## config.mk

```make
export PLATFORM = sky130hd
export DESIGN_NAME = ibpo_top
export DESIGN_NICKNAME = d
export VERILOG_FILES = /design/src/rtl/ibpo_pkg.sv /design/src/rtl/ibpo_top.sv
export SDC_FILE = /design/constraint.sdc
export NUM_CORES = 1
export LEC_CHECK = 0
export BUFFER_PORTS_ARGS = -buffer_cell sky130_fd_sc_hd__buf_2
export CORE_ASPECT_RATIO = 1.5
export CORE_UTILIZATION = 45
export CTS_CLUSTER_SIZE = 12
export DETAILED_ROUTE_END_ITERATION = 6
export PLACE_DENSITY = 0.77
export SLEW_MARGIN = 20
export SYNTH_ARGS = -nofsm -noshare
export SYNTH_HDL_FRONTEND = slang
export SYNTH_SLANG_ARGS = --single-unit
```

## constraint.sdc

```tcl
create_clock -name clk_i -period 2.65 [get_ports clk_i]
set_input_delay 0 -clock clk_i [delete_from_list [all_inputs] [get_ports clk_i]]
set_output_delay 0 -clock clk_i [all_outputs]
set_load 0.05 [all_outputs]
```

## src/rtl/ibpo_pkg.sv

```systemverilog
// Constants and carrier types for the input bias and pin option block
package ibpo_pkg;
    // Register indices; byte address is four times the index
    localparam logic [7:0] IDX_BIAS = 8'h12;
    localparam logic [7:0] IDX_CTRL = 8'h13;
    localparam logic [7:0] IDX_STAT = 8'h14;
    localparam logic [7:0] IDX_DATA = 8'h15;
    localparam int         ADR_LSB  = 2;
    localparam int         ADR_MSB  = 9;

    localparam logic [7:0] BIAS_RESET = 8'h00;
    localparam int         BIAS_VB    = 4;
    localparam int         BIAS_POL   = 3;
    localparam int         BIAS_MAG_H = 2;
    localparam int         BIAS_MAG_L = 0;

    localparam logic [2:0] BO_OFF    = 3'h0;
    localparam logic [2:0] BO_50NA   = 3'h1;
    localparam logic [2:0] BO_200NA  = 3'h2;
    localparam logic [2:0] BO_1UA    = 3'h3;
    localparam logic [2:0] BO_10UA   = 3'h4;

    // Control register fields
    localparam int CTRL_START = 0;
    localparam int CTRL_STOP  = 1;
    localparam int CTRL_RESET = 2;
    localparam int CTRL_PDOWN = 3;
    localparam int CTRL_CONT  = 4;

    // Status register fields
    localparam int STAT_READY = 0;
    localparam int STAT_CONV  = 1;
    localparam int STAT_PDOWN = 2;
    localparam int STAT_OSC   = 3;
    localparam int STAT_SER   = 4;

    // External clock activity timeout
    localparam int CLK_PERIOD_NS    = 10;
    localparam int CLK_IDLE_NS      = 1000;
    localparam int CLK_IDLE_CYCLES  = CLK_IDLE_NS / CLK_PERIOD_NS;
    localparam int IDLE_CNT_W       = 8;

    typedef struct packed {
        logic        cyc;
        logic        stb;
        logic        we;
        logic [31:0] adr;
        logic [3:0]  sel;
        logic [31:0] dat;
    } ibpo_wb_req_type;

    typedef struct packed {
        logic        ack;
        logic [31:0] dat;
    } ibpo_wb_rsp_type;

    typedef struct packed {
        logic       level_shift_bias_enable;
        logic       burnout_polarity;
        logic [2:0] burnout_magnitude;
    } ibpo_bias_type;

    typedef enum logic [2:0] {
        ST_IDLE  = 3'b001,
        ST_CONV  = 3'b010,
        ST_PDOWN = 3'b100
    } ibpo_fsm_type;
endpackage

```

## src/rtl/ibpo_top.sv

```systemverilog
// Input bias register and digital pin option logic with Wishbone access
`timescale 1ns/10ps
module ibpo_top #(
    parameter int DATA_W = 24
) (
    input  wire logic                      clk_i,
    input  wire logic                      rst_i,
    input  wire ibpo_pkg::ibpo_wb_req_type wb_req_i,
    output      ibpo_pkg::ibpo_wb_rsp_type wb_rsp_o,
    input  wire logic                      cs_n_i,
    input  wire logic                      external_clock_input_i,
    input  wire logic                      start_pin_i,
    input  wire logic                      reset_pin_n_i,
    input  wire logic                      power_down_pin_n_i,
    input  wire logic                      serial_busy_i,
    input  wire logic                      serial_dout_i,
    input  wire logic                      conv_valid_i,
    input  wire logic [DATA_W-1:0]         conv_data_i,
    output      logic                      conv_run_o,
    output      logic                      internal_osc_sel_o,
    output      logic                      serial_enable_o,
    output      logic                      power_down_o,
    output      logic                      ready_output_n_o,
    output      logic                      dual_serial_ready_output_o,
    output      logic                      dual_serial_ready_output_oe_o,
    output      ibpo_pkg::ibpo_bias_type   bias_o
);
    import ibpo_pkg::*;

    typedef struct packed {
        ibpo_fsm_type            fsm;
        logic [7:0]              bias;
        logic                    cont_mode;
        logic                    sw_pdown;
        logic                    ready;
        logic [DATA_W-1:0]       result;
        logic                    ext_clk_q;
        logic [IDLE_CNT_W-1:0]   idle_cnt;
        logic                    internal_osc;
        logic                    ack;
        logic [31:0]             rdata;
        logic                    dout;
        logic                    ready_n;
        ibpo_bias_type           bias_drv;
    } ibpo_state_type;

    localparam logic [IDLE_CNT_W-1:0] IDLE_MAX = IDLE_CNT_W'(CLK_IDLE_CYCLES);

    function automatic ibpo_state_type ibpo_reset_state();
        ibpo_state_type r;
        r              = '0;
        r.fsm          = ST_IDLE;
        r.bias         = BIAS_RESET;
        r.internal_osc = 1'b1;
        r.ready_n      = 1'b1;
        r.dout         = 1'b1;
        return r;
    endfunction

    ibpo_state_type s;
    ibpo_state_type next_s;

    logic       access;
    logic       wr;
    logic       rd;
    logic [7:0] idx;
    logic       start_cmd;
    logic       stop_cmd;
    logic       reset_cmd;
    logic       pdown;
    logic       free_run;
    logic       new_result;
    logic       data_read;

    always_comb begin
        access    = wb_req_i.cyc && wb_req_i.stb && !s.ack;
        wr        = access && wb_req_i.we && wb_req_i.sel[0];
        rd        = access && !wb_req_i.we;
        idx       = wb_req_i.adr[ADR_MSB:ADR_LSB];
        start_cmd = wr && idx == IDX_CTRL && wb_req_i.dat[CTRL_START];
        stop_cmd  = wr && idx == IDX_CTRL && wb_req_i.dat[CTRL_STOP];
        reset_cmd = wr && idx == IDX_CTRL && wb_req_i.dat[CTRL_RESET];
        data_read = rd && idx == IDX_DATA;
    end

    always_comb begin
        next_s = s;
        next_s.ack = access;

        // Register writes
        if (wr && idx == IDX_BIAS) begin
            next_s.bias = wb_req_i.dat[7:0];
        end
        if (wr && idx == IDX_CTRL) begin
            next_s.sw_pdown  = wb_req_i.dat[CTRL_PDOWN];
            next_s.cont_mode = wb_req_i.dat[CTRL_CONT];
        end

        // External clock activity watch
        next_s.ext_clk_q = external_clock_input_i;
        if (external_clock_input_i != s.ext_clk_q) begin
            next_s.idle_cnt     = '0;
            next_s.internal_osc = 1'b0;
        end else if (s.idle_cnt == IDLE_MAX) begin
            next_s.internal_osc = 1'b1;
        end else begin
            next_s.idle_cnt = s.idle_cnt + 1'b1;
        end

        pdown      = s.sw_pdown || !power_down_pin_n_i;
        free_run   = start_pin_i && s.cont_mode;
        new_result = conv_valid_i && s.fsm == ST_CONV;

        // Conversion sequencing
        case (s.fsm)
            ST_IDLE: begin
                if (pdown) begin
                    next_s.fsm = ST_PDOWN;
                end else if (free_run || (!start_pin_i && start_cmd)) begin
                    next_s.fsm = ST_CONV;
                end
            end
            ST_CONV: begin
                if (pdown) begin
                    next_s.fsm = ST_PDOWN;
                end else if (free_run) begin
                    next_s.fsm = ST_CONV;
                end else if (start_pin_i || stop_cmd) begin
                    next_s.fsm = ST_IDLE;
                end else if (new_result && !s.cont_mode) begin
                    next_s.fsm = ST_IDLE;
                end
            end
            ST_PDOWN: begin
                if (!pdown) begin
                    next_s.fsm = ST_IDLE;
                end
            end
            default: begin
                next_s.fsm = ST_IDLE;
            end
        endcase

        // Result buffer; a new result wins over a read that clears ready
        if (new_result) begin
            next_s.result = conv_data_i;
            next_s.ready  = 1'b1;
        end else if (data_read) begin
            next_s.ready = 1'b0;
        end

        // Register reads
        next_s.rdata = '0;
        if (rd) begin
            case (idx)
                IDX_BIAS: next_s.rdata[7:0] = s.bias;
                IDX_CTRL: begin
                    next_s.rdata[CTRL_PDOWN] = s.sw_pdown;
                    next_s.rdata[CTRL_CONT]  = s.cont_mode;
                end
                IDX_STAT: begin
                    next_s.rdata[STAT_READY] = s.ready;
                    next_s.rdata[STAT_CONV]  = s.fsm == ST_CONV;
                    next_s.rdata[STAT_PDOWN] = s.fsm == ST_PDOWN;
                    next_s.rdata[STAT_OSC]   = s.internal_osc;
                    next_s.rdata[STAT_SER]   = !cs_n_i;
                end
                IDX_DATA: next_s.rdata[DATA_W-1:0] = s.result;
                default:  next_s.rdata = '0;
            endcase
        end

        // Analog bias drive, off while powered down
        next_s.bias_drv = '0;
        if (s.fsm != ST_PDOWN) begin
            next_s.bias_drv.level_shift_bias_enable = s.bias[BIAS_VB];
            next_s.bias_drv.burnout_polarity        = s.bias[BIAS_POL];
            case (s.bias[BIAS_MAG_H:BIAS_MAG_L])
                BO_50NA, BO_200NA, BO_1UA, BO_10UA: begin
                    next_s.bias_drv.burnout_magnitude = s.bias[BIAS_MAG_H:BIAS_MAG_L];
                end
                default: begin
                    next_s.bias_drv.burnout_magnitude = BO_OFF;
                end
            endcase
        end

        // Ready pins; dual pin shows data while shifting
        next_s.ready_n = !next_s.ready;
        next_s.dout    = serial_busy_i ? serial_dout_i : !next_s.ready;

        // Reset command and reset pin restore power-on state
        if (reset_cmd || !reset_pin_n_i) begin
            next_s     = ibpo_reset_state();
            next_s.ack = access;
        end
    end

    always_ff @(posedge clk_i) begin
        if (rst_i) begin
            s <= ibpo_reset_state();
        end else begin
            s <= next_s;
        end
    end

    always_comb begin
        wb_rsp_o.ack                  = s.ack;
        wb_rsp_o.dat                  = s.rdata;
        conv_run_o                    = s.fsm == ST_CONV;
        internal_osc_sel_o            = s.internal_osc;
        serial_enable_o               = !cs_n_i;
        power_down_o                  = s.fsm == ST_PDOWN;
        ready_output_n_o              = s.ready_n;
        dual_serial_ready_output_o    = s.dout;
        dual_serial_ready_output_oe_o = !cs_n_i;
        bias_o                        = s.bias_drv;
    end
endmodule // ibpo_top

```

======== Word-level counts from Yosys, hierarchy flattened ========
Cells that the tools add are included.
storage, ports and cells
  bits of input ports ..................... 105
  output and inout port bits .............. 45
  register bits after elaboration ......... 88
operators by class
  reduce and logical (&&, ||, !) cells .... 36
  equal/unequal tests ..................... 17
  muxes and demuxes ....................... 16
  bitwise logic cells ..................... 4
  $add $sub $neg .......................... 1
operators by type and width
  kind                   number
  $eq A8 B5 Y1 const B   4
  $mux W3                7
  $pmux W3 S3            2
  $logic_and A1 B1 Y1    15
  $reduce_or A4 Y1       3
  $eq A3 B2 Y1 const B   3
  $reduce_or A3 Y1       3
  $add A8 B1 Y8 const B  1
  $eq A8 B7 Y1 const B   1
  $logic_not A1 Y1       8
  $pmux W2 S4            1
  $eq A3 B1 Y1 const B   2
  $eq A3 B3 Y1 const B   2
  $ne A3 B3 Y1 const B   2
  $pmux W3 S2            1
  $mux W1                5
  $ne A5 B1 Y1 const B   1
  $logic_or A1 B1 Y1     4
  $not A1 Y1             4
  $reduce_and A3 Y1      1
  $ne A2 B2 Y1 const B   1
  $reduce_bool A2 Y1     1
  $reduce_or A2 Y1       1
  $ne A1 B1 Y1           1

======== Logic depth before layout (Yosys ltp) ========
Gate-level depths: netlist of the first run.
  depth in word-level cells ............... 11
  mapped depth ............................ 7
  mapped depth without buffers ............ 5

======== Least setup slack after synthesis of the first run ========
No wires, ideal clock.
  path type ............................... register to register
  start point ............................. register s[86] (netlist bit)
  end point ............................... register s, in the netlist wb_rsp_o[2]
  data arrival time ....................... 2.215 ns
  setup slack ............................. 0.370 ns
  library setup time ...................... 0.065 ns
  cell stages (with the launch flop) ...... 5
  period minus slack after synthesis ...... 2.280 ns
  cells stage by stage .................... dfxtp_1 > nor3b_1 > a22o_1 > a22oi_1 > nor2_1
between the ends
  word-level cells in the longest chain between the ends .. 2
RTL lines
  item                    line             text
  from (decl)             ibpo_top.sv:60   ibpo_state_type s;
  from (signal assigned)  ibpo_top.sv:201  s <= ibpo_reset_state();
  from (signal assigned)  ibpo_top.sv:203  s <= next_s;
  $eq A3 B3 Y1            -
  net power_down_o        ibpo_top.sv:22   output logic power_down_o,
  $pmux W3 S3             ibpo_top.sv:155  case (idx)
The timed path passes the listed nets, and every way through them passes these cells.
A chain may end at the register's enable or synchronous reset.

======== Worst setup path in the final report of the first run ========
  start point ............................. register s, in the netlist wb_rsp_o[32]
  end point ............................... register s, in the netlist dual_serial_ready_output_o
between the ends
  word-level cells in the longest chain between the ends .. 8
  elaborated cells between the ends (all ways) .. 14
  classes of those cells .................. 3 x mux; 11 x reduce/logical
RTL lines
  item                                                    line                              text
  $logic_not A1 Y1 *                                      ibpo_top.sv:76                    access = wb_req_i.cyc && wb_req_i.stb && !s.ack;
  $logic_and A1 B1 Y1 *                                   ibpo_top.sv:76
  $logic_and A1 B1 Y1, on equally long branches           ibpo_top.sv:78, ibpo_top.sv:77
  $logic_and A1 B1 Y1, on equally long branches           ibpo_top.sv:83, ibpo_top.sv:77
  $mux W1 or $logic_and A1 B1 Y1 (tied branches)          ibpo_top.sv:148, ibpo_top.sv:82
  $mux W1 or $logic_and A1 B1 Y1 (tied branches)          ibpo_top.sv:145, ibpo_top.sv:82
  $logic_not A1 Y1 or $logic_or A1 B1 Y1 (tied branches)  ibpo_top.sv:190, ibpo_top.sv:193
  $mux W1 or $reduce_or A2 Y1 (tied branches)             -
Every way passes the cells marked *; elsewhere a longest branch is shown, timed or not.

==> flow_metrics.py, run 1 <==
metrics = {
    "status": {
        "outcome": "finished clean",
    },
    "clock_network": {
        "post_cts_buffers": 0,
        "clk_latency_ps": 360,
        "clockBufferDepth": 2,
        "cts_root_buf": "clkbuf_8",
        "cts_buffers": 9,
        "cts_sinks": 80,
        "cts_tree": "built",
        "clk_pin_slew_ps": 80,
        "htree_levels": 3,
    },
    "layout": {
        "drive_gt1_frac": 0.2741,
        "diodes": 0,
        "multi_input_area_sq_um": 1391,
        "nFillCells": 659,
        "seqCellArea_sq_um": 1602,
        "fin_area_sq_um": 4223,
        "nets": 569,
        "syn_to_final_growth_pct": 25.42,
    },
    "sta": {
        "rsz0062_at_grt": "no",
        "clock.fmax_mhz": 423.8,
        "fin_crit_sh": 0.8904,
        "worstMarginPinSlew_ps": 759.3,
        "maxSlewViolCount": 0,
        "final_hold_viol_count": 0,
        "skew_ps": 8.222,
        "post-route-min-period_ps": 2359,
        "final-setup-viol-count": 0,
        "tns_ps": 0,
        "max_slew_margin": 0.4900,
    },
    "synth": {
        "synth-simple-area-share": 0.2408,
        "synth-seq-area-share": 0.4757,
        "yosys_warnings": 0,
        "synthFlopType": "dfxtp_1",
        "synth.mux.area_fraction": 0.04162,
        "synth.distinct_cells": 48,
        "synth_cells": 363,
        "syn_area_sq_um": 3367,
        "synth_compound_area_frac": 0.09290,
        "yosys_register_bits": 80,
        "avgSynthCellArea_sq_um": 9.275,
        "synth_edf_count": 0,
        "async_flop_share": 0,
        "yosys.area_share.xor_xnor": 0.02081,
        "synth_top_family_by_area": "simple AND/OR/NAND/NOR gates",
        "synthAdderAreaFrac": 0.007432,
    },
    "min_path": {
        "hold_path.class": "in2reg",
        "hold_start": "wb_req_i[44]",
    },
    "grt": {
        "use_met2": 0.3611,
        "met3_usage": 0.05405,
        "grt_pass1_vias": 2709,
        "grtUsageMet1": 0.2133,
        "grt.busiest_layer": "met2",
        "grt.overflow.total": 0,
        "antenna_found_initial": 0,
        "grtUsageTotal": 0.2064,
        "grt_start_max_net_pins": 36,
        "grt_first_pass_wirelength_mm": 12.08,
    },
    "critical_path": {
        "rr_worst_depth": 5,
        "cp_top_family": "compound AO/OA/AOI/OAI gates",
        "worst_ep_arrival_time_ps": 2660,
        "crit_chain": "or4bb_1 > o41ai_1 > nand2_1 > o211ai_1 > dlygate4sd3_1",
        "path_buf_inv": 1,
        "crit_type": "reg2reg",
        "cpMaxStageDelayCell": "o41ai_1",
        "r2r-start": "wb_rsp_o[32]",
        "cp_max_fo": 4,
        "worstSetupEndpoint": "dual_serial_ready_output_o",
        "crit_start": "wb_rsp_o[32]",
        "max_stage_delay_ps": 570,
        "crit_path_start_kind": "flip-flop",
        "r2r_end": "dual_serial_ready_output_o",
        "critical_path.endpoint_type": "flip-flop",
        "r2r_slack_ps": 290,
        "cp.depth": 5,
        "cp.required_ps": 2950,
    },
    "floorplanning": {
        "core_sq_um": 7227,
        "ios": 150,
        "rows": 38,
        "die_w_microns": 72.63,
        "die-area_sq_um": 7839,
        "initial_core_util": 0.4659,
        "fp.dieH_microns": 107.9,
    },
    "place": {
        "place_area_sq_um": 3643,
        "numPortBuffers": 90,
        "place_congestion": 0.9165,
        "dp_hpwl_mm": 5.261,
    },
    "routing": {
        "drtAntennaViolNets": 0,
        "routed_wl_mm": 7.556,
        "via_per_inst": 4.942,
        "wire_per_inst_microns": 13.33,
        "num_vias": 2802,
        "drcViolationCount": 0,
        "drt_iter0_drc": 146,
        "drt-pass1-iter-count": 4,
    },
    "power_and_ir_drop": {
        "irDropWorstVdd_uv": 391.7,
        "powerDensity_nw_per_um2": 547.1,
        "leakage_uw": 0.001783,
    },
    "run": {
        "max_cap_viol_count": 0,
    },
}
cell usage after synthesis, types with 3 or more instances:
cell | number | area share
nor3b_1 | 5 | 0.011
inv_1 | 6 | 0.0067
nand3_1 | 3 | 0.0045
mux2i_1 | 14 | 0.042
a22oi_1 | 5 | 0.011
buf_6 | 3 | 0.010
nand2b_1 | 3 | 0.0056
dfxtp_1 | 80 | 0.48
buf_2 | 4 | 0.0059
clkbuf_1 | 7 | 0.0078
o21ai_0 | 4 | 0.0059
buf_4 | 40 | 0.089
nor2_1 | 15 | 0.017
or3b_2 | 3 | 0.0078
and3_1 | 21 | 0.039
a21oi_1 | 29 | 0.043
nor3_1 | 12 | 0.018
nor2_2 | 8 | 0.015
nor4b_1 | 3 | 0.0078
nor2b_1 | 4 | 0.0074
nand2_1 | 54 | 0.060
xor2_1 | 6 | 0.016
registers in the layout, summed over array words and instances (netlist names):
signal and count:
internal_osc_sel_o 1, dual_serial_ready_output_o 1, s 47, bias_o 5, ready_output_n_o 1, wb_rsp_o 25
stage by stage:
stage | hold slack (ps) | worst slack, ps | std cells | total power (uW) | utilization
detailed placement | 177.2 | 659.6 | 513 | 1400 | 0.5042
CTS | 22.84 | 271.1 | 567 | 2332 | 0.5843
global placement | 166.4 | 680.4 | 513 | 1396 | 0.5042
floorplan | 72.38 | 369.6 | 370 | 1350 | -
global route | 40.88 | 80.17 | 567 | 2402 | 0.5843
finish | 31.13 | 290.5 | 567 | 2310 | 0.5843
routing by layer:
metal | up-vias | wire length, microns
met5 | - | 0
met4 | 0 | 264
met3 | 20 | 421
met2 | 93 | 3974
met1 | 1300 | 2895
li1 | 1389 | -
tightest hold or removal path: stages:
cell,delay (ps)
buf_2,80
or4b_4,200
nor3_1,70
layout make-up:
class | instances | share of cell area
well taps | 100 | 0.02963
inverters | 6 | 0.005333
flip-flops and latches | 80 | 0.3793
repair buffers | 135 | 0.2092
clock inverters | 3 | 0.009481
multi-input cells | 230 | 0.3295
clock buffers | 13 | 0.03763
where the power goes:
group,internal [uW],switching [uW]
clock network,484,410
logic,90.6,113
registers,1210,4.96
kinds of logic (layout without fill, tap and decap cells):
group,count (synthesis),after routing
simple gates,147,147
flops,80,80
buf+inv,60,157
compound gates,51,51
mux,14,14
xor+xnor,8,8
fa+ha+maj,2,2
other cells,1,8
repair_timing:
| action | 4_1_cts | 5_1_grt |
|---|---|---|
| hold endpoints to repair | 37 | 0 |
| setup endpoints to repair | 0 | 0 |
| resized for setup | 0 | 0 |
| hold buffers | 38 | 0 |
worst min-delay path by stage:
stage | to | slack [ps] | depth (start not counted)
floorplan | wb_rsp_o[32] | 70 | 1
global placement | wb_rsp_o[32] | 170 | 2
detailed placement | wb_rsp_o[32] | 180 | 2
CTS | s[87] | 20 | 3
global route | s[87] | 40 | 3
finish | wb_rsp_o[3] | 30 | 3
placed cells by master (no fill, tap or decap), types with 2 or more instances in the layout:
master and instances:
clkbuf_8 11, nand2b_1 3, nor4b_1 3, and3_1 21
nor2_1 14, nor3_1 12, buf_4 7, or3b_2 3
dfxtp_1 80, nor2_2 9, xnor2_1 2, clkbuf_1 2
clkinv_2 2, a21oi_1 29, nor4_1 2, o21ai_0 4
a221oi_1 2, nand2_1 54, ha_1 2, mux2i_1 14
a22oi_1 5, nor4_4 2, buf_2 90, nand3_1 3
nor2b_1 4, xor2_1 6, nor3b_1 5, nand3b_1 2
a22o_1 2, dlygate4sd3_1 38, conb_1 8, inv_1 6
and2_1 2
Power figures use the tool's default switching activity.
==> run 2: changes to the inputs <==
- CORE_UTILIZATION: 45 -> 34
- PLACE_DENSITY: 0.77 -> not set
==> flow_metrics.py, run 2 (synthesized netlist as in run 1, its figures left out) <==
metrics = {
    "critical_path": {
        "cp.depth": 5,
        "r2r_slack_ps": 210,
        "cp.required_ps": 2920,
        "worst_ep_arrival_time_ps": 2710,
        "crit_chain": "or4bb_1 > o41ai_1 > nand2_1 > o211ai_1 > dlygate4sd3_1",
        "cp_max_fo": 4,
        "max_stage_delay_ps": 630,
        "rr_worst_depth": 5,
        "crit_start": "wb_rsp_o[32]",
        "r2r-start": "wb_rsp_o[32]",
        "cp_top_family": "compound AO/OA/AOI/OAI gates",
        "worstSetupEndpoint": "dual_serial_ready_output_o",
        "critical_path.endpoint_type": "flip-flop",
        "r2r_end": "dual_serial_ready_output_o",
        "path_buf_inv": 1,
        "cpMaxStageDelayCell": "o41ai_1",
        "crit_type": "reg2reg",
        "crit_path_start_kind": "flip-flop",
    },
    "layout": {
        "layoutNonFillerInstCount": 580,
        "multi_input_area_sq_um": 1409,
        "final_cell_mix": "buf_2, dfxtp_1, nand2_1, dlygate4sd3_1, a21oi_1",
        "seqCellArea_sq_um": 1602,
        "drive_gt1_frac": 0.2839,
        "syn_to_final_growth_pct": 29.39,
        "nets": 568,
        "diodes": 0,
        "nFillCells": 959,
        "final_util": 0.4522,
        "largest_reg_flops": 47,
        "largest-register": "s",
        "final_common_cell": "buf_2",
    },
    "floorplanning": {
        "die_w_microns": 83.25,
        "core_sq_um": 9634,
        "die-area_sq_um": 10310,
        "ios": 150,
        "fp.dieH_microns": 123.9,
        "rows": 44,
        "initial_core_util": 0.3495,
    },
    "sta": {
        "final-setup-viol-count": 0,
        "timing.hold.ws_ps": 60.50,
        "max_slew_margin": 0.5184,
        "final_hold_viol_count": 0,
        "clock.fmax_mhz": 409.2,
        "post-route-min-period_ps": 2444,
        "maxSlewViolCount": 0,
        "fin_crit_sh": 0.9222,
        "rsz0062_at_grt": "no",
        "skew_ps": 6.313,
        "worstMarginPinSlew_ps": 717.1,
        "tns_ps": 0,
    },
    "grt": {
        "grt_pass1_vias": 2675,
        "grt_start_max_net_pins": 33,
        "grtUsageTotal": 0.1579,
        "antenna_found_initial": 0,
        "grt_first_pass_wirelength_mm": 12.58,
        "grt.overflow.total": 0,
    },
    "routing": {
        "num_vias": 2699,
        "met1_length_mm": 3.147,
        "wire_per_inst_microns": 13.52,
        "drt_iter0_drc": 76,
        "topRoutingLayerUsed": "met4",
        "wl_met3_microns": 313,
        "drtAntennaViolNets": 0,
        "drcViolationCount": 0,
        "via_per_inst": 4.653,
        "dr_wl_met2_mm": 4.202,
        "drt-pass1-iter-count": 4,
        "routed_wl_mm": 7.843,
    },
    "place": {
        "numPortBuffers": 90,
        "dp_cells": 528,
        "dp_hpwl_mm": 5.698,
        "place_congestion": 0.7423,
    },
    "clock_network": {
        "cts_root_buf": "clkbuf_16",
        "clockBufferDepth": 2,
        "cts_tree": "built",
        "clk_latency_ps": 320,
        "clk_pin_slew_ps": 60,
        "htree_levels": 3,
        "cts_buffers": 9,
        "post_cts_buffers": 0,
        "cts_sinks": 80,
    },
    "power_and_ir_drop": {
        "irDropWorstVdd_uv": 520.5,
        "powerDensity_nw_per_um2": 612.7,
        "leakage_uw": 0.001835,
    },
    "min_path": {
        "hold_path_depth": 3,
        "hold_path.class": "in2reg",
    },
    "status": {
        "outcome": "finished clean",
    },
    "run": {
        "max_cap_viol_count": 0,
    },
}
run 2: timing repair:
action / in CTS / in global routing
setup endpoints to repair: 0 / 1
endpoints found under the hold margin: 37 / 0
gates resized for setup: 0 / 1
hold buffers: 37 / 0
run 2: worst min-delay path, stage by stage:
cell and delay, ps:
buf_2 90, nand2b_1 80, and3_1 170
run 2: cell type report:
cell class / count / area share
Tap cell: 115 / 0.03303
Multi-Input combinational cell: 230 / 0.3234
Timing Repair Buffer: 134 / 0.2005
Inverter: 6 / 0.005169
Clock inverter: 3 / 0.009190
Clock buffer: 12 / 0.06117
Sequential cell: 80 / 0.3676
run 2: metal layers:
layer  global-route usage  vias to the layer above
met4              0.06573                        0
met5                    0                        -
met1               0.1629                     1233
met3              0.03910                       12
met2               0.3033                       68
li1                     -                     1386
run 2: how the worst min path moves through the flow:
stage | end | start | slack, ps
2_1_floorplan | wb_rsp_o[32] | rst_i | 70
3_3_place_gp | wb_rsp_o[32] | rst_i | 170
3_5_place_dp | wb_rsp_o[32] | rst_i | 170
4_1_cts | s[87] | power_down_pin_n_i | 50
5_1_grt | s[87] | power_down_pin_n_i | 70
6_report | s[87] | power_down_pin_n_i | 60
run 2: through the flow:
step                      power (uW)  instance area (sq um)  setup WS (ps)
final                           2669                   4357          206.1
after global routing            2776                   4357          70.69
after CTS                       2696                   4354          75.96
after detailed placement        1405                   3677          618.4
after global placement          1401                   3677          656.5
after floorplan                 1350                   3393          369.6
run 2: power by group:
part           total (uW)  switching, uW  internal, uW  leakage (uW)
Clock                1250            451           797      0.000154
Combinational         206            116          90.0       0.00104
Sequential           1210           5.21          1210      0.000645
Total                2670            573          2100       0.00183
